--- config.mk ---
export PLATFORM = sky130hd
export DESIGN_NAME = rtcal_top
export DESIGN_NICKNAME = d
export VERILOG_FILES = /design/src/common/rtcal_pkg.sv /design/src/hdl/rtcal_top.sv /design/src/hdl/rtcal_prescale.sv
export SDC_FILE = /design/constraint.sdc
export NUM_CORES = 1
export LEC_CHECK = 0
export ABC_AREA = 1
export BUFFER_PORTS_ARGS = -buffer_cell sky130_fd_sc_hd__buf_4
export CORE_MARGIN = 8
export CORE_UTILIZATION = 57
export CTS_BUF_LIST = sky130_fd_sc_hd__clkbuf_8
export DETAILED_ROUTE_END_ITERATION = 8
export PLACE_DENSITY = 0.93
export SKIP_CTS_REPAIR_TIMING = 1
export SYNTH_ARGS = -nofsm -noshare
export SYNTH_HDL_FRONTEND = slang
export SYNTH_SLANG_ARGS = --single-unit
--- constraint.sdc ---
create_clock -name pclk -period 2.1 [get_ports pclk]
set_input_delay 0.315 -clock pclk [delete_from_list [all_inputs] [get_ports pclk]]
set_output_delay 0.315 -clock pclk [all_outputs]
set_load 0.02 [all_outputs]
--- src/common/rtcal_pkg.sv ---
// Constants and types of the RTC alarm and calibration block
package rtcal_pkg;
   // APB byte addresses
   localparam logic [7:0] RA_CFG = 8'h00;
   localparam logic [7:0] RA_VAL = 8'h04;
   localparam logic [7:0] RA_TRIM = 8'h08;
   localparam logic [7:0] RA_STS = 8'h0C;
   localparam logic [7:0] RA_CLR = 8'h10;
   localparam logic [7:0] RA_IEN = 8'h14;
   // Trim register fields
   localparam int TRIM_RUN = 8;
   localparam int TRIM_SYNC = 9;
   // Reset values
   localparam logic [15:0] CFG_RST = 16'h0000;
   localparam logic [7:0] TRIM_RST = 8'h00;
   localparam logic [1:0] STS_RST = 2'h0;
   // Status bits
   localparam int STS_W = 2;
   localparam int STS_ALARM = 0;
   localparam int STS_SEC = 1;
   // Counter values
   localparam logic [7:0] RPT_ZERO = 8'h00;
   localparam logic [7:0] RPT_FULL = 8'hFF;
   localparam logic [1:0] PTR_ZERO = 2'h0;
   // Time base: 32768 ticks a second, sync flag over the last 32 ticks
   localparam logic signed [16:0] CNT_ZERO = 17'sh00000;
   localparam logic signed [16:0] CNT_HALF = 17'sh03FFF;
   localparam logic signed [16:0] CNT_LAST = 17'sh07FFF;
   localparam logic signed [16:0] CNT_SYNC = 17'sh07FE0;
   localparam int CAL_SHIFT = 2;
   // BCD constants
   localparam logic [7:0] BCD_FEB = 8'h02;
   localparam logic [7:0] BCD_D29 = 8'h29;
   localparam logic [7:0] BCD_S59 = 8'h59;

   typedef enum logic [3:0] {
      IV_HALF, IV_SEC, IV_TENSEC, IV_MIN, IV_TENMIN,
      IV_HOUR, IV_DAY, IV_WEEK, IV_MONTH, IV_YEAR
   } rtcal_iv_t;

   // Layout of alarm_config_repeat
   typedef struct packed {
      logic on;
      logic chime;
      logic [3:0] iv;
      logic [1:0] ptr;
      logic [7:0] rpt;
   } rtcal_cfg_t;

   typedef struct packed {
      logic [7:0] year;
      logic [7:0] month;
      logic [7:0] day;
      logic [2:0] wday;
      logic [7:0] hour;
      logic [7:0] minute;
      logic [7:0] second;
   } rtcal_time_t;

   typedef struct packed {
      logic [7:0] month;
      logic [7:0] day;
      logic [2:0] wday;
      logic [7:0] hour;
      logic [7:0] minute;
      logic [7:0] second;
   } rtcal_alarm_t;

   localparam rtcal_alarm_t ALM_RST = '0;
endpackage : rtcal_pkg

--- src/hdl/rtcal_top.sv ---
// RTC alarm and calibration block with APB register slave
//
// Decided for this implementation: the register addresses and the APB interface to the registers.
`timescale 1ns/1ps
`default_nettype none
module rtcal_top
   import rtcal_pkg::*;
(
   input wire logic pclk,
   input wire logic presetn,
   input wire logic psel,
   input wire logic penable,
   input wire logic pwrite,
   input wire logic [7:0] paddr,
   input wire logic [31:0] pwdata,
   input wire logic [3:0] pstrb,
   output logic [31:0] prdata,
   output logic pready,
   output logic pslverr,
   input wire logic tb_tick,
   input wire rtcal_time_t cur_time,
   output logic irq,
   output logic alarm_pulse,
   output logic sec_pulse
);
   rtcal_cfg_t cfg_reg;
   rtcal_cfg_t cfg_next;
   rtcal_alarm_t alm_reg;
   logic [7:0] trim_reg;
   logic run_reg;
   logic [STS_W-1:0] sts_reg;
   logic [STS_W-1:0] sts_next;
   logic [STS_W-1:0] ien_reg;
   logic eval_half_reg;
   logic eval_sec_reg;
   logic half_tick;
   logic sync_flag;
   logic acc_done;
   logic wr_done;
   logic win_touch;
   logic a_cfg;
   logic a_val;
   logic a_trim;
   logic a_sts;
   logic a_clr;
   logic a_ien;
   logic map_ok;
   logic [31:0] rd_val;
   logic hit;
   logic alm_evt;
   logic feb29;

   function automatic logic [7:0] win_upper(input logic [1:0] ptr, input rtcal_alarm_t a);
      logic [7:0] v;
      v = 8'h00;
      case (ptr)
         2'h0: v = a.minute;
         2'h1: v = {5'h00, a.wday};
         2'h2: v = a.month;
         default: v = 8'h00;
      endcase
      return v;
   endfunction : win_upper

   function automatic logic [7:0] win_lower(input logic [1:0] ptr, input rtcal_alarm_t a);
      logic [7:0] v;
      v = 8'h00;
      case (ptr)
         2'h0: v = a.second;
         2'h1: v = a.hour;
         2'h2: v = a.day;
         default: v = 8'h00;
      endcase
      return v;
   endfunction : win_lower

   function automatic logic bcd_leap(input logic [7:0] y);
      if (y[4]) begin
         return (y[3:0] == 4'h2) || (y[3:0] == 4'h6);
      end
      return (y[3:0] == 4'h0) || (y[3:0] == 4'h4) || (y[3:0] == 4'h8);
   endfunction : bcd_leap

   ////////////////////////////////////////////////////////////////////////////
   // APB slave: one wait state, answer registered
   assign acc_done = psel && penable && pready;
   assign wr_done = acc_done && pwrite;
   // Read of the window, or a write reaching its upper byte
   assign win_touch = acc_done && a_val && (!pwrite || pstrb[1]);

   always_comb begin
      a_cfg = 1'b0;
      a_val = 1'b0;
      a_trim = 1'b0;
      a_sts = 1'b0;
      a_clr = 1'b0;
      a_ien = 1'b0;
      rd_val = 32'h0000_0000;
      if (paddr == RA_CFG) begin
         a_cfg = 1'b1;
         rd_val = {16'h0000, cfg_reg};
      end else if (paddr == RA_VAL) begin
         a_val = 1'b1;
         rd_val = {16'h0000, win_upper(cfg_reg.ptr, alm_reg), win_lower(cfg_reg.ptr, alm_reg)};
      end else if (paddr == RA_TRIM) begin
         a_trim = 1'b1;
         rd_val = {22'h000000, sync_flag, run_reg, trim_reg};
      end else if (paddr == RA_STS) begin
         a_sts = 1'b1;
         rd_val = {30'h00000000, sts_reg};
      end else if (paddr == RA_CLR) begin
         a_clr = 1'b1;
      end else if (paddr == RA_IEN) begin
         a_ien = 1'b1;
         rd_val = {30'h00000000, ien_reg};
      end
      map_ok = a_cfg || a_val || a_trim || a_sts || a_clr || a_ien;
   end

   always_ff @(posedge pclk or negedge presetn) begin
      if (!presetn) begin
         pready <= 1'b0;
         pslverr <= 1'b0;
         prdata <= 32'h0000_0000;
      end else if (psel && penable && !pready) begin
         pready <= 1'b1;
         pslverr <= !map_ok;
         prdata <= pwrite ? 32'h0000_0000 : rd_val;
      end else begin
         pready <= 1'b0;
         pslverr <= 1'b0;
      end
   end

   ////////////////////////////////////////////////////////////////////////////
   // Configuration: hardware updates first, a software byte write wins
   always_comb begin
      cfg_next = cfg_reg;
      if (alm_evt) begin
         if (cfg_reg.rpt != RPT_ZERO) begin
            cfg_next.rpt = cfg_reg.rpt - 8'h01;
         end else if (cfg_reg.chime) begin
            cfg_next.rpt = RPT_FULL;
         end else begin
            cfg_next.on = 1'b0;
         end
      end
      if (win_touch && cfg_reg.ptr != PTR_ZERO) begin
         cfg_next.ptr = cfg_reg.ptr - 2'h1;
      end
      if (wr_done && a_cfg) begin
         if (pstrb[1]) begin
            cfg_next[15:8] = pwdata[15:8];
         end
         if (pstrb[0]) begin
            cfg_next[7:0] = pwdata[7:0];
         end
      end
   end

   always_ff @(posedge pclk or negedge presetn) begin
      if (!presetn) begin
         cfg_reg <= CFG_RST;
      end else begin
         cfg_reg <= cfg_next;
      end
   end

   // Alarm values through the window, field chosen by the pointer before it moves
   always_ff @(posedge pclk or negedge presetn) begin
      if (!presetn) begin
         alm_reg <= ALM_RST;
      end else if (wr_done && a_val) begin
         if (pstrb[1]) begin
            case (cfg_reg.ptr)
               2'h0: alm_reg.minute <= pwdata[15:8];
               2'h1: alm_reg.wday <= pwdata[10:8];
               2'h2: alm_reg.month <= pwdata[15:8];
               default: ;
            endcase
         end
         if (pstrb[0]) begin
            case (cfg_reg.ptr)
               2'h0: alm_reg.second <= pwdata[7:0];
               2'h1: alm_reg.hour <= pwdata[7:0];
               2'h2: alm_reg.day <= pwdata[7:0];
               default: ;
            endcase
         end
      end
   end

   always_ff @(posedge pclk or negedge presetn) begin
      if (!presetn) begin
         trim_reg <= TRIM_RST;
         run_reg <= 1'b0;
      end else if (wr_done && a_trim) begin
         if (pstrb[0]) begin
            trim_reg <= pwdata[7:0];
         end
         if (pstrb[1]) begin
            run_reg <= pwdata[TRIM_RUN];
         end
      end
   end

   ////////////////////////////////////////////////////////////////////////////
   // Time base; trim applies at the rollover that ends second 59
   rtcal_prescale u_prescale (
      .pclk(pclk),
      .presetn(presetn),
      .tb_tick(tb_tick),
      .run(run_reg),
      .cal_apply(cur_time.second == BCD_S59),
      .trim(trim_reg),
      .half_tick(half_tick),
      .sec_tick(sec_pulse),
      .sync_flag(sync_flag)
   );

   // Compare one cycle after the tick so the calendar has moved to the new second
   always_ff @(posedge pclk or negedge presetn) begin
      if (!presetn) begin
         eval_half_reg <= 1'b0;
         eval_sec_reg <= 1'b0;
      end else begin
         eval_half_reg <= half_tick;
         eval_sec_reg <= sec_pulse;
      end
   end

   assign feb29 = (alm_reg.month == BCD_FEB) && (alm_reg.day == BCD_D29);

   // Reserved codes never match: a stray value silences the alarm
   always_comb begin
      hit = 1'b0;
      case (rtcal_iv_t'(cfg_reg.iv))
         IV_HALF: hit = eval_half_reg;
         IV_SEC: hit = eval_sec_reg;
         IV_TENSEC: hit = eval_sec_reg && alm_reg.second[3:0] == cur_time.second[3:0];
         IV_MIN: hit = eval_sec_reg && alm_reg.second == cur_time.second;
         IV_TENMIN: hit = eval_sec_reg && alm_reg.second == cur_time.second
            && alm_reg.minute[3:0] == cur_time.minute[3:0];
         IV_HOUR: hit = eval_sec_reg && alm_reg.second == cur_time.second
            && alm_reg.minute == cur_time.minute;
         IV_DAY: hit = eval_sec_reg && alm_reg.second == cur_time.second
            && alm_reg.minute == cur_time.minute && alm_reg.hour == cur_time.hour;
         IV_WEEK: hit = eval_sec_reg && alm_reg.second == cur_time.second
            && alm_reg.minute == cur_time.minute && alm_reg.hour == cur_time.hour
            && alm_reg.wday == cur_time.wday;
         IV_MONTH: hit = eval_sec_reg && alm_reg.second == cur_time.second
            && alm_reg.minute == cur_time.minute && alm_reg.hour == cur_time.hour
            && alm_reg.day == cur_time.day;
         IV_YEAR: hit = eval_sec_reg && alm_reg.second == cur_time.second
            && alm_reg.minute == cur_time.minute && alm_reg.hour == cur_time.hour
            && alm_reg.day == cur_time.day && alm_reg.month == cur_time.month
            && (!feb29 || bcd_leap(cur_time.year));
         default: hit = 1'b0;
      endcase
   end

   assign alm_evt = cfg_reg.on && hit;

   ////////////////////////////////////////////////////////////////////////////
   // Interrupts: sticky status, set wins over a same-cycle clear
   always_comb begin
      sts_next = sts_reg;
      if (wr_done && a_clr && pstrb[0]) begin
         sts_next = sts_reg & ~pwdata[STS_W-1:0];
      end
      sts_next[STS_ALARM] = sts_next[STS_ALARM] || alm_evt;
      sts_next[STS_SEC] = sts_next[STS_SEC] || sec_pulse;
   end

   always_ff @(posedge pclk or negedge presetn) begin
      if (!presetn) begin
         sts_reg <= STS_RST;
         ien_reg <= STS_RST;
         irq <= 1'b0;
      end else begin
         sts_reg <= sts_next;
         if (wr_done && a_ien && pstrb[0]) begin
            ien_reg <= pwdata[STS_W-1:0];
         end
         irq <= |(sts_next & ien_reg);
      end
   end

   // Toggling gives half the event rate; events fall on time-base ticks only
   always_ff @(posedge pclk or negedge presetn) begin
      if (!presetn) begin
         alarm_pulse <= 1'b0;
      end else if (alm_evt) begin
         alarm_pulse <= !alarm_pulse;
      end
   end

   ////////////////////////////////////////////////////////////////////////////
   property p_auto_off;
      @(posedge pclk) disable iff (!presetn)
      (alm_evt && cfg_reg.rpt == RPT_ZERO && !cfg_reg.chime && !(wr_done && a_cfg))
      |=> !cfg_reg.on;
   endproperty
   a_auto_off: assert property (p_auto_off) else $error("alarm stayed on");

   property p_last;
      @(posedge pclk) disable iff (!presetn)
      (alm_evt && cfg_reg.rpt == 8'h01 && !cfg_reg.chime && !(wr_done && a_cfg))
      |=> (cfg_reg.on && cfg_reg.rpt == RPT_ZERO);
   endproperty
   a_last: assert property (p_last) else $error("final alarm not armed");

   property p_wrap;
      @(posedge pclk) disable iff (!presetn)
      (alm_evt && cfg_reg.rpt == RPT_ZERO && cfg_reg.chime && !(wr_done && a_cfg))
      |=> (cfg_reg.rpt == RPT_FULL && cfg_reg.on);
   endproperty
   a_wrap: assert property (p_wrap) else $error("count did not wrap");

   property p_dec;
      @(posedge pclk) disable iff (!presetn)
      (alm_evt && cfg_reg.rpt != RPT_ZERO && !(wr_done && a_cfg))
      |=> cfg_reg.rpt == $past(cfg_reg.rpt) - 8'h01;
   endproperty
   a_dec: assert property (p_dec) else $error("count not decremented");

   property p_ptr;
      @(posedge pclk) disable iff (!presetn)
      win_touch |=> cfg_reg.ptr == (($past(cfg_reg.ptr) == PTR_ZERO) ? PTR_ZERO
         : $past(cfg_reg.ptr) - 2'h1);
   endproperty
   a_ptr: assert property (p_ptr) else $error("window pointer wrong");

   property p_win_rd;
      @(posedge pclk) disable iff (!presetn)
      (psel && penable && !pready && a_val && !pwrite && cfg_reg.ptr == 2'h1)
      |=> (pready && prdata[15:0] == {5'h00, alm_reg.wday, alm_reg.hour});
   endproperty
   a_win_rd: assert property (p_win_rd) else $error("window read wrong");

   property p_min_match;
      @(posedge pclk) disable iff (!presetn)
      (alm_evt && cfg_reg.iv == 4'h3) |-> (eval_sec_reg && cur_time.second == alm_reg.second);
   endproperty
   a_min_match: assert property (p_min_match) else $error("minute alarm mismatch");

   property p_leap;
      @(posedge pclk) disable iff (!presetn)
      (cfg_reg.iv == 4'h9 && feb29 && !bcd_leap(cur_time.year)) |-> !alm_evt;
   endproperty
   a_leap: assert property (p_leap) else $error("Feb 29 alarm outside leap year");

   property p_irq;
      @(posedge pclk) disable iff (!presetn)
      (alm_evt && ien_reg[STS_ALARM]) |=> (sts_reg[STS_ALARM] && irq);
   endproperty
   a_irq: assert property (p_irq) else $error("no alarm interrupt");

   property p_pulse;
      @(posedge pclk) disable iff (!presetn)
      ##1 (alarm_pulse != $past(alarm_pulse)) == $past(alm_evt);
   endproperty
   a_pulse: assert property (p_pulse) else $error("alarm pulse wrong");

   c_wrap: cover property (@(posedge pclk) disable iff (!presetn)
      alm_evt && cfg_reg.chime && cfg_reg.rpt == RPT_ZERO);
   c_off: cover property (@(posedge pclk) disable iff (!presetn)
      alm_evt && !cfg_reg.chime && cfg_reg.rpt == RPT_ZERO);
   c_win: cover property (@(posedge pclk) disable iff (!presetn)
      win_touch && cfg_reg.ptr == 2'h2);
   c_year: cover property (@(posedge pclk) disable iff (!presetn)
      alm_evt && cfg_reg.iv == 4'h9);
endmodule : rtcal_top
`default_nettype wire

--- src/hdl/rtcal_prescale.sv ---
// Time base prescaler with once-a-minute trim
`timescale 1ns/1ps
`default_nettype none
module rtcal_prescale
   import rtcal_pkg::*;
(
   input wire logic pclk,
   input wire logic presetn,
   input wire logic tb_tick,
   input wire logic run,
   input wire logic cal_apply,
   input wire logic [7:0] trim,
   output logic half_tick,
   output logic sec_tick,
   output logic sync_flag
);
   logic signed [16:0] cnt_reg;
   logic signed [16:0] cal_start;
   logic roll;

   // Signed trim times four; negative starts below zero to stretch the second
   assign cal_start = {{7{trim[7]}}, trim, 2'b00};
   assign roll = run && tb_tick && (cnt_reg == CNT_LAST);

   always_ff @(posedge pclk or negedge presetn) begin
      if (!presetn) begin
         cnt_reg <= CNT_ZERO;
      end else if (!run) begin
         cnt_reg <= CNT_ZERO;
      end else if (tb_tick) begin
         if (cnt_reg == CNT_LAST) begin
            cnt_reg <= cal_apply ? cal_start : CNT_ZERO;
         end else begin
            cnt_reg <= cnt_reg + 17'sd1;
         end
      end
   end

   always_ff @(posedge pclk or negedge presetn) begin
      if (!presetn) begin
         half_tick <= 1'b0;
         sec_tick <= 1'b0;
         sync_flag <= 1'b0;
      end else begin
         half_tick <= roll || (run && tb_tick && cnt_reg == CNT_HALF);
         sec_tick <= roll;
         sync_flag <= run && (cnt_reg >= CNT_SYNC);
      end
   end

   property p_cal_load;
      @(posedge pclk) disable iff (!presetn)
      (roll && cal_apply) |=> (!run || cnt_reg == $past(cal_start));
   endproperty
   a_cal_load: assert property (p_cal_load) else $error("trim not applied");

   property p_cal_neg;
      @(posedge pclk) disable iff (!presetn)
      (roll && cal_apply && trim[7]) |=> (!run || cnt_reg < CNT_ZERO);
   endproperty
   a_cal_neg: assert property (p_cal_neg) else $error("negative trim lost");

   c_cal: cover property (@(posedge pclk) disable iff (!presetn) roll && cal_apply && trim[7]);
endmodule : rtcal_prescale
`default_nettype wire

==> results.json, run 1 <==
{
  "status": "finished, violations left",
  "violations": "negative setup slack",
  "end_kind": "flop",
  "die_w_um": 123,
  "nets": 1118,
  "die_y_um": 123,
  "clk_latency_ns": 0.45,
  "slew_headroom": 0.520,
  "yosysWarnings": 0,
  "vias_per_cell": 5.90,
  "critPathMaxFanout": 5,
  "finalPower_mw": 4.77,
  "cts.sinks": 114,
  "synth_top_cell_area_share": 0.433,
  "synth_cells": 863,
  "drt_iter0_drc": 965,
  "antenna_cells": 0,
  "rows": 39,
  "synth_cell_types": 46,
  "start_util": 0.579,
  "cpPeakStageDelay_ns": 0.42,
  "netlist_area_um2": 6590,
  "place_congestion": 0.945,
  "fmax_mhz": 467,
  "cts_buffers": 17,
  "holdCritPathClass": "in -> reg",
  "layout-drive-gt1-share": 0.227,
  "grt_start_max_net_pins": 52,
  "synth_edf_count": 0,
  "port_buffers": 100,
  "path_class": "reg -> reg",
  "ant_nets": 0,
  "start_kind": "flop",
  "grt-ovfl-total": 0,
  "wl_per_cell_um": 18.4,
  "grt_first_pass_wirelength_mm": 31.3,
  "setup_slack_ns": -0.0409,
  "antenna_found_initial": 0,
  "rsz0062_at_grt": "yes",
  "p_leak_nw": 3.97,
  "track_usage": 0.265,
  "critPathArrivalTime_ns": 2.48,
  "skew_ns": 0.0125,
  "instances_no_fill": 1165,
  "post_synth.cell_area_avg_um2": 7.63,
  "synthTopCellsByArea": "dfrtp_1 (43%), nand2_1 (12%), o21ai_0 (6.8%)",
  "synth_flop_cell": "dfrtp_1",
  "cp_data_required_time_ns": 2.44,
  "ys_seq_elements": 114,
  "cts_tree": "built",
  "drtPass1Iterations": 7,
  "grt_pass1_vias": 6483,
  "root_buffer": "clkbuf_8",
  "vias": 6868,
  "hpwl_mm": 14.3,
  "clockBufferDepth": 2,
  "ir_worst_vdd_mv": 0.638,
  "multi_input_area_um2": 3280,
  "dp.cells": 1112,
  "htree_num_levels": 4,
  "routed_wl_mm": 21.4,
  "crit_chain": "nor2_2, nand3_1, nor2_2, nand3_1, nand3_1, nand2_1, nand2_1, nand2_1, nand2_1, nand2_1, nand2_2, nand2_4, buf_6, nand3_2, nand2_1, nor2_1, nor2_1",
  "finalMaxSlewViolations": 0,
  "fillers": 795,
  "io_pins": 138,
  "synth_seq_area_share": 0.433,
  "fin_crit_sh": 1.02,
  "path_common_cell": "nand2_1",
  "setup_viol_count_final": 7,
  "placed_cell_area_um2": 7590,
  "die_area_um2": 15200,
  "period_minus_slack_ns": 2.14,
  "drv_cap": 0,
  "drc_errors": 0,
  "register_area_um2": 2860,
  "stdcell_area_um2": 8350,
  "largest_register_ffs": 43,
  "max_slew.worst_pin.slew_ns": 0.720,
  "async_flop_share": 1.00,
  "clk_pin_slew_worst_paths_ns": 0.07,
  "r2r_slack_ns": -0.04,
  "fp.coreArea_um2": 11400,
  "areaGrowthSynthToFinish_pct": 26.8,
  "hold_violations": 0,
  "p_per_area_nw_per_um2": 572,
  "synth_top_cell_by_area": "dfrtp_1",
  "slowest_stage": "dfrtp_1"
}
==> placed cells by master, fill, tap and decap left out, types with 6 or more instances in the layout <==
master and instances:
a21oi_1 25, a221oi_1 6, a22o_1 6, buf_4 142, clkbuf_8 21, conb_1 16
dfrtp_1 112, inv_1 106, inv_2 7, nand2_1 199, nand2_2 9, nand3_1 38
nand4_1 15, nor2_1 67, nor2_2 12, nor3_1 13, o21ai_0 88, o21ai_1 7
o22ai_1 13, xnor2_1 26, xor2_1 12
==> final timing paths <==
path,start,to,cells after the start
min in group asynchronous,presetn,alm_reg[40],2
max in group asynchronous,presetn,u_prescale.cnt_reg[12],3
worst max-delay path,alm_reg[34],cfg_reg[2],17
worst max register to register,alm_reg[34],cfg_reg[2],17
worst min register to register,u_prescale.half_tick,eval_half_reg,0
worst min-delay path,pwdata[2],cfg_reg[2],3
==> cell usage after synthesis, types with 3 or more instances <==
| master | number |
|---|---|
| a22oi_1 | 4 |
| xor2_1 | 12 |
| o2111ai_1 | 3 |
| o22ai_1 | 13 |
| buf_4 | 18 |
| o21bai_1 | 4 |
| nor3_1 | 13 |
| o21ai_0 | 90 |
| a221oi_1 | 6 |
| a21oi_1 | 25 |
| o211ai_1 | 4 |
| dfrtp_1 | 114 |
| nor2_1 | 75 |
| clkbuf_1 | 16 |
| o21ai_1 | 6 |
| nand3_1 | 42 |
| a32o_1 | 4 |
| inv_2 | 4 |
| inv_1 | 108 |
| nand2_1 | 209 |
| nor2_2 | 7 |
| nand4_1 | 15 |
| ha_1 | 7 |
| xnor2_1 | 27 |
| a22o_1 | 6 |
==> final cells by class <==
| cell class | count | share of cell area |
|---|---|---|
| Clock buffer | 21 | 0.0346 |
| Timing Repair Buffer | 151 | 0.143 |
| Clock inverter | 10 | 0.0159 |
| Sequential cell | 114 | 0.342 |
| Multi-Input combinational cell | 613 | 0.393 |
| Tap cell | 143 | 0.0214 |
| Inverter | 113 | 0.0508 |
==> cell families after synthesis <==
family                   count (synthesis)  synth area share
AND/OR/NAND/NOR                        377             0.246
AO/OA/AOI/OAI                          174             0.156
buffers and inverters                  151            0.0996
flip-flops                             114             0.433
XOR/XNOR                                39            0.0519
adder cells (fa/ha/maj)                  7            0.0133
other                                    1          0.000569
==> critical path, delay by kind of cell (launching register included) <==
family | cells | cell delay (ns)
buffers and inverters | 1 | 0.17
flip-flops | 1 | 0.42
AND/OR/NAND/NOR | 16 | 1.47
==> where the power goes <==
part           internal [mW]  switching, mW
clock                   1.28          0.940
sequential              2.20        0.00433
combinational          0.149          0.196
==> per-stage QoR <==
step	hold WS, ns	util	setup TNS, ns	setup slack [ns]
global placement	0.257	0.668	0	0.0426
floorplan	0.0194	-	0	0.277
detailed placement	0.261	0.668	-0.0751	-0.0220
global route	0.119	0.735	-1.76	-0.224
CTS	-0.214	0.705	-0.0247	-0.0241
finish	0.105	0.735	-0.118	-0.0409
==> per-layer routing <==
| metal | up-vias | wire (µm) | track usage |
|---|---|---|---|
| met2 | 506 | 10300 | 0.433 |
| met3 | 101 | 2490 | 0.0822 |
| li1 | 3092 | - | - |
| met1 | 3169 | 7730 | 0.309 |
| met5 | - | 0 | 0 |
| met4 | 0 | 880 | 0.133 |
(Power assumes the default switching activity.)
==> run 2, diff against run 1 <==
--- a/config.mk
+++ b/config.mk
@@ -7,11 +7,13 @@
 export LEC_CHECK = 0
 export ABC_AREA = 1
 export BUFFER_PORTS_ARGS = -buffer_cell sky130_fd_sc_hd__buf_4
+export CELL_PAD_IN_SITES_DETAIL_PLACEMENT = 1
+export CELL_PAD_IN_SITES_GLOBAL_PLACEMENT = 1
 export CORE_MARGIN = 8
-export CORE_UTILIZATION = 57
+export CORE_UTILIZATION = 41
 export CTS_BUF_LIST = sky130_fd_sc_hd__clkbuf_8
 export DETAILED_ROUTE_END_ITERATION = 8
-export PLACE_DENSITY = 0.93
+export PLACE_DENSITY = 0.92
 export SKIP_CTS_REPAIR_TIMING = 1
 export SYNTH_ARGS = -nofsm -noshare
 export SYNTH_HDL_FRONTEND = slang
==> run 2 against run 1 <==
The flow still finishes with violations (negative setup slack). Routed wire length increased by 18%. Sequential cell count unchanged. Cell count increased by 6.2%. Register-to-register slack got worse by 0.09 ns. Global-route usage decreased by 2.2 points. Worst hold slack got worse by 0.011 ns. Combinational power increased by 4%. Sequential share of layout area decreased by 0.37 points. Clock-buffer cell count decreased by 3. Setup slack got worse by 0.088 ns. Non-clock buffer count decreased by 2. Critical path type unchanged. Critical endpoint is now cfg_reg[5]. Largest cell class unchanged. Highest routed layer unchanged.
==> results.json, run 2 (synthesis results as in run 1) <==
{
  "ant_nets": 0,
  "drt_iter0_drc": 494,
  "root_buffer": "clkbuf_8",
  "clkPwrFrac": 0.470,
  "port_buffers": 100,
  "setup_viol_count_final": 7,
  "final_common_cell": "nand2_1",
  "multi_input_area_um2": 3280,
  "io_pins": 138,
  "die_w_um": 143,
  "cp_data_required_time_ns": 2.50,
  "ir_worst_vdd_mv": 0.368,
  "cts_tree": "built",
  "drv_cap": 0,
  "grt_pass1_vias": 7255,
  "p_leak_nw": 3.94,
  "antenna_found_initial": 0,
  "cts_buffers": 17,
  "finalMaxSlewViolations": 0,
  "finalPower_mw": 4.84,
  "status": "finished, violations left",
  "skew_ns": 0.0125,
  "grt-ovfl-total": 0,
  "cp_top_family": "simple AND/OR/NAND/NOR gates",
  "critPathMaxFanout": 5,
  "register_area_um2": 2860,
  "fp.coreArea_um2": 15800,
  "internal-power_mw": 3.65,
  "comb_power_share": 0.074,
  "fin_crit_sh": 1.06,
  "max_slew.worst_pin.slew_ns": 0.605,
  "setup_slack_ns": -0.129,
  "drtPass1Iterations": 6,
  "cp.buffers_inverters": 2,
  "slowest_stage": "dfrtp_1",
  "hpwl_mm": 17.8,
  "critPathArrivalTime_ns": 2.63,
  "rows": 46,
  "p_per_area_nw_per_um2": 573,
  "crit_chain": "inv_1, ha_1, nand3_1, nor2_1, inv_1, nor2_2, o21ai_0, o21ai_0, nand3_2, nand2_2, nor2_2, nor2_1",
  "drc_errors": 0,
  "clk_pin_slew_worst_paths_ns": 0.08,
  "wl_met3_mm": 1.65,
  "vias_per_cell": 5.58,
  "rsz0062_at_grt": "yes",
  "track_usage": 0.243,
  "p_seq_frac": 0.455,
  "cts.sinks": 114,
  "hold_violations": 0,
  "routed_wl_mm": 25.2,
  "place_congestion": 0.905,
  "slew_headroom": 0.595,
  "antenna_cells": 0,
  "period_minus_slack_ns": 2.23,
  "grt_first_pass_wirelength_mm": 38.2,
  "nets": 1116,
  "path_class": "reg -> reg",
  "die_y_um": 143,
  "die_area_um2": 20400,
  "layout-drive-gt1-share": 0.232,
  "clk_latency_ns": 0.46,
  "highest_layer": "met4",
  "cpPeakStageDelay_ns": 0.40,
  "end_kind": "flop",
  "layout_common_cells": "nand2_1 (202), buf_4 (141), dfrtp_1 (112)",
  "grt_start_max_net_pins": 46,
  "clockBufferDepth": 2,
  "vias": 6908,
  "largest_register_ffs": 43,
  "wl_per_cell_um": 20.3,
  "finalSetupTns_ns": -0.279,
  "p_sw_frac": 0.246,
  "fillers": 1962,
  "start_kind": "flop",
  "m1WireLength_mm": 9.48,
  "holdCritPathClass": "in -> reg",
  "fmax_mhz": 449,
  "violations": "negative setup slack",
  "start_util": 0.418,
  "p_switching_mw": 1.19,
  "areaGrowthSynthToFinish_pct": 28.3,
  "htree_num_levels": 4,
  "met2_length_mm": 13.0
}
-- run 2: cell count changes in the layout (fill, tap and decap cells not counted), sizes merged --
cell / change
buf: -3
clkbuf: -2
inv: +2
bufinv: +1
clkinvlp: +1
-- run 2: metrics by stage --
step / setup WS [ns] / std cells / util / cell area [µm²] / hold WS (ns)
after CTS: -0.0517 / 1227 / 0.519 / 8180 / -0.211
final: -0.129 / 1237 / 0.536 / 8450 / 0.0944
after detailed placement: -0.0143 / 1195 / 0.492 / 7760 / 0.282
after global placement: 0.0855 / 1195 / 0.492 / 7760 / 0.277
after floorplan: 0.277 / 878 / - / 6640 / 0.0194
after global routing: -0.303 / 1237 / 0.536 / 8450 / 0.0781
-- run 2: final timing paths --
kind	cells past startpoint	to	startpoint	slack, ns
max in group asynchronous	3	alm_reg[28]	presetn	1.14
max	12	cfg_reg[5]	cfg_reg[0]	-0.13
min in group asynchronous	2	cfg_reg[1]	presetn	0.34
min reg2reg	0	eval_half_reg	u_prescale.half_tick	0.35
min	3	cfg_reg[1]	pwdata[1]	0.09
max reg2reg	12	cfg_reg[5]	cfg_reg[0]	-0.13
-- run 2: area by class of cell --
class / instances / area share
Clock inverter: 14 / 0.0203
Multi-Input combinational cell: 613 / 0.389
Inverter: 113 / 0.0507
Tap cell: 216 / 0.0320
Timing Repair Buffer: 149 / 0.141
Sequential cell: 114 / 0.338
Clock buffer: 18 / 0.0293
-- run 2: layer usage --
metal / vias to the layer above / GRT usage
li1: 3091 / -
met1: 3432 / 0.269
met2: 291 / 0.425
met3: 94 / 0.0591
met4: 0 / 0.126
met5: - / 0
-- run 2: power groups by stage --
stage	Sequential, mW	Clock, mW	Combinational [mW]
after floorplan	2.25	0	0.135
after global placement	2.24	0	0.337
after detailed placement	2.24	0	0.351
after CTS	2.20	2.27	0.353
after global routing	2.20	2.37	0.391
final	2.20	2.28	0.360
-- run 2: worst register-to-register path: cells and delay by family (launching register included) --
kind,cells,cell delay (ns)
adders and majority gates,1,0.20
DFF,1,0.40
buffers and inverters,2,0.26
and+or+nand+nor,7,0.95
AOI/OAI and AO/OA,2,0.35
==> run 3, diff against run 2 <==
--- a/config.mk
+++ b/config.mk
@@ -7,10 +7,10 @@
 export LEC_CHECK = 0
 export ABC_AREA = 1
 export BUFFER_PORTS_ARGS = -buffer_cell sky130_fd_sc_hd__buf_4
-export CELL_PAD_IN_SITES_DETAIL_PLACEMENT = 1
-export CELL_PAD_IN_SITES_GLOBAL_PLACEMENT = 1
+export CELL_PAD_IN_SITES_DETAIL_PLACEMENT = 2
+export CELL_PAD_IN_SITES_GLOBAL_PLACEMENT = 2
 export CORE_MARGIN = 8
-export CORE_UTILIZATION = 41
+export CORE_UTILIZATION = 32
 export CTS_BUF_LIST = sky130_fd_sc_hd__clkbuf_8
 export DETAILED_ROUTE_END_ITERATION = 8
 export PLACE_DENSITY = 0.92
==> run 3 against run 2 <==
Highest routed layer unchanged. Worst hold slack better by 0.0035 ns. Via count is 5.4% higher. Sequential share of layout area is 1.3 points lower. Sequential power hardly changed. Clock-buffer cell count stayed put. Sequential cell count stayed put. Die area is 25% higher. Non-clock buffer count is 25 higher. The run still ends with negative setup slack left. Register-to-register slack worse by 0.04 ns. Clock skew is 0.00096 ns lower.
==> results.json, run 3 (synthesis results as in run 1) <==
{
  "setup_slack_ns": -0.168,
  "r2r_cells": 9,
  "die_w_um": 159,
  "violations": "negative setup slack",
  "clk_latency_ns": 0.48,
  "critPathArrivalTime_ns": 2.62,
  "place_congestion": 0.822,
  "p_sw_frac": 0.275,
  "wl_per_cell_um": 26.0,
  "layout-drive-gt1-share": 0.274,
  "cts.sinks": 114,
  "p_per_area_nw_per_um2": 557,
  "drt_iter0_drc": 564,
  "regToRegEndpoint": "alm_reg[6]",
  "status": "finished, violations left",
  "dp.cells": 1264,
  "vias_per_cell": 5.53,
  "grt_first_pass_wirelength_mm": 48.4,
  "clockBufferDepth": 2,
  "stdcell_area_um2": 8800,
  "clkPwrFrac": 0.469,
  "grt_pass1_vias": 8210,
  "slew_headroom": 0.526,
  "hpwl_mm": 22.3,
  "drv_cap": 0,
  "comb_power_share": 0.081,
  "instances_no_fill": 1316,
  "cp-endpoint": "alm_reg[6]",
  "p_switching_mw": 1.35,
  "holdCritPathClass": "in -> reg",
  "start_kind": "flop",
  "grt-ovfl-total": 0,
  "hp-start": "pwdata[0]",
  "critPathMaxFanout": 16,
  "period_minus_slack_ns": 2.27,
  "finalPower_mw": 4.90,
  "rows": 52,
  "die_area_um2": 25400,
  "finalSetupTns_ns": -2.17,
  "final_common_cell": "nand2_1",
  "max_slew.worst_pin.slew_ns": 0.709,
  "largest_register_ffs": 43,
  "antenna_found_initial": 0,
  "antenna_cells": 0,
  "hold_violations": 0,
  "fillers": 2252,
  "routed_wl_mm": 34.3,
  "hold-path-cell-count": 3,
  "clk_pin_slew_worst_paths_ns": 0.08,
  "end_kind": "flop",
  "htree_num_levels": 4,
  "setup_viol_count_final": 35,
  "ir_worst_vdd_mv": 0.461,
  "r2r_slack_ns": -0.17,
  "placed_cell_area_um2": 7920,
  "die_y_um": 159,
  "whs_ns": 0.0979,
  "cp_data_required_time_ns": 2.45,
  "areaGrowthSynthToFinish_pct": 33.6,
  "fin_crit_sh": 1.08,
  "fin_util": 0.435,
  "finalMaxSlewViolations": 0,
  "drc_errors": 0,
  "fp.coreArea_um2": 20200,
  "rsz0062_at_grt": "yes",
  "port_buffers": 100,
  "track_usage": 0.244,
  "p_seq_frac": 0.450,
  "internal-power_mw": 3.55,
  "regToRegStartpoint": "pready",
  "fmax_mhz": 441,
  "io_pins": 138,
  "vias": 7281,
  "dpl_worst_slack_ns": -0.144,
  "skew_ns": 0.0115,
  "crit_path_start": "pready",
  "ant_nets": 0,
  "root_buffer": "clkbuf_8",
  "cts_buffers": 17,
  "layout_common_cells": "nand2_1 (202), buf_4 (169), dfrtp_1 (110)",
  "path_class": "reg -> reg",
  "grt_start_max_net_pins": 38,
  "drtPass1Iterations": 5,
  "nets": 1141,
  "cts_tree": "built",
  "start_util": 0.325,
  "p_leak_nw": 4.05
}
run 3: changes by cell type in the layout (fill, tap and decap cells not counted), sizes merged:
cell      change
bufinv        -1
buf          +25
clkinvlp      +1
inv           -2
clkinv        +2
run 3: layout make-up:
| type | count | area [µm²] | share of cell area |
|---|---|---|---|
| clock buffers | 18 | 248 | 0.0282 |
| clock inverters | 14 | 164 | 0.0186 |
| inverters | 113 | 432 | 0.0491 |
| multi-input cells | 613 | 3390 | 0.386 |
| flip-flops and latches | 114 | 2860 | 0.325 |
| well taps | 270 | 338 | 0.0384 |
| repair buffers | 174 | 1360 | 0.155 |
run 3: worst max-delay path, cell delays in order, from the launching register on:
cell,delay (ns)
dfrtp_1,0.40
inv_1,0.08
nor3_2,0.27
inv_1,0.13
nor2_4,0.20
nand2_1,0.16
inv_1,0.25
nand3_1,0.13
buf_4,0.22
o21ai_0,0.30
run 3: how the worst min path moves through the flow:
stage | endpoint
after floorplan | alarm_pulse
final | cfg_reg[0]
after global routing | cfg_reg[0]
after CTS | prdata[3]
after detailed placement | cfg_reg[1]
after global placement | cfg_reg[0]
run 3: power by group through the flow:
stage	Combinational, mW	Sequential (mW)	Clock, mW
floorplan	0.135	2.25	0
global placement	0.353	2.24	0
detailed placement	0.375	2.25	0
CTS	0.381	2.20	2.29
global route	0.422	2.20	2.40
finish	0.397	2.20	2.30
run 3: routing by layer:
metal	GRT usage	up-vias	wire, µm
met3	0.0574	94	1890
met1	0.275	3724	13700
met5	0	-	0
met4	0.120	0	1420
li1	-	3133	-
met2	0.425	330	17300
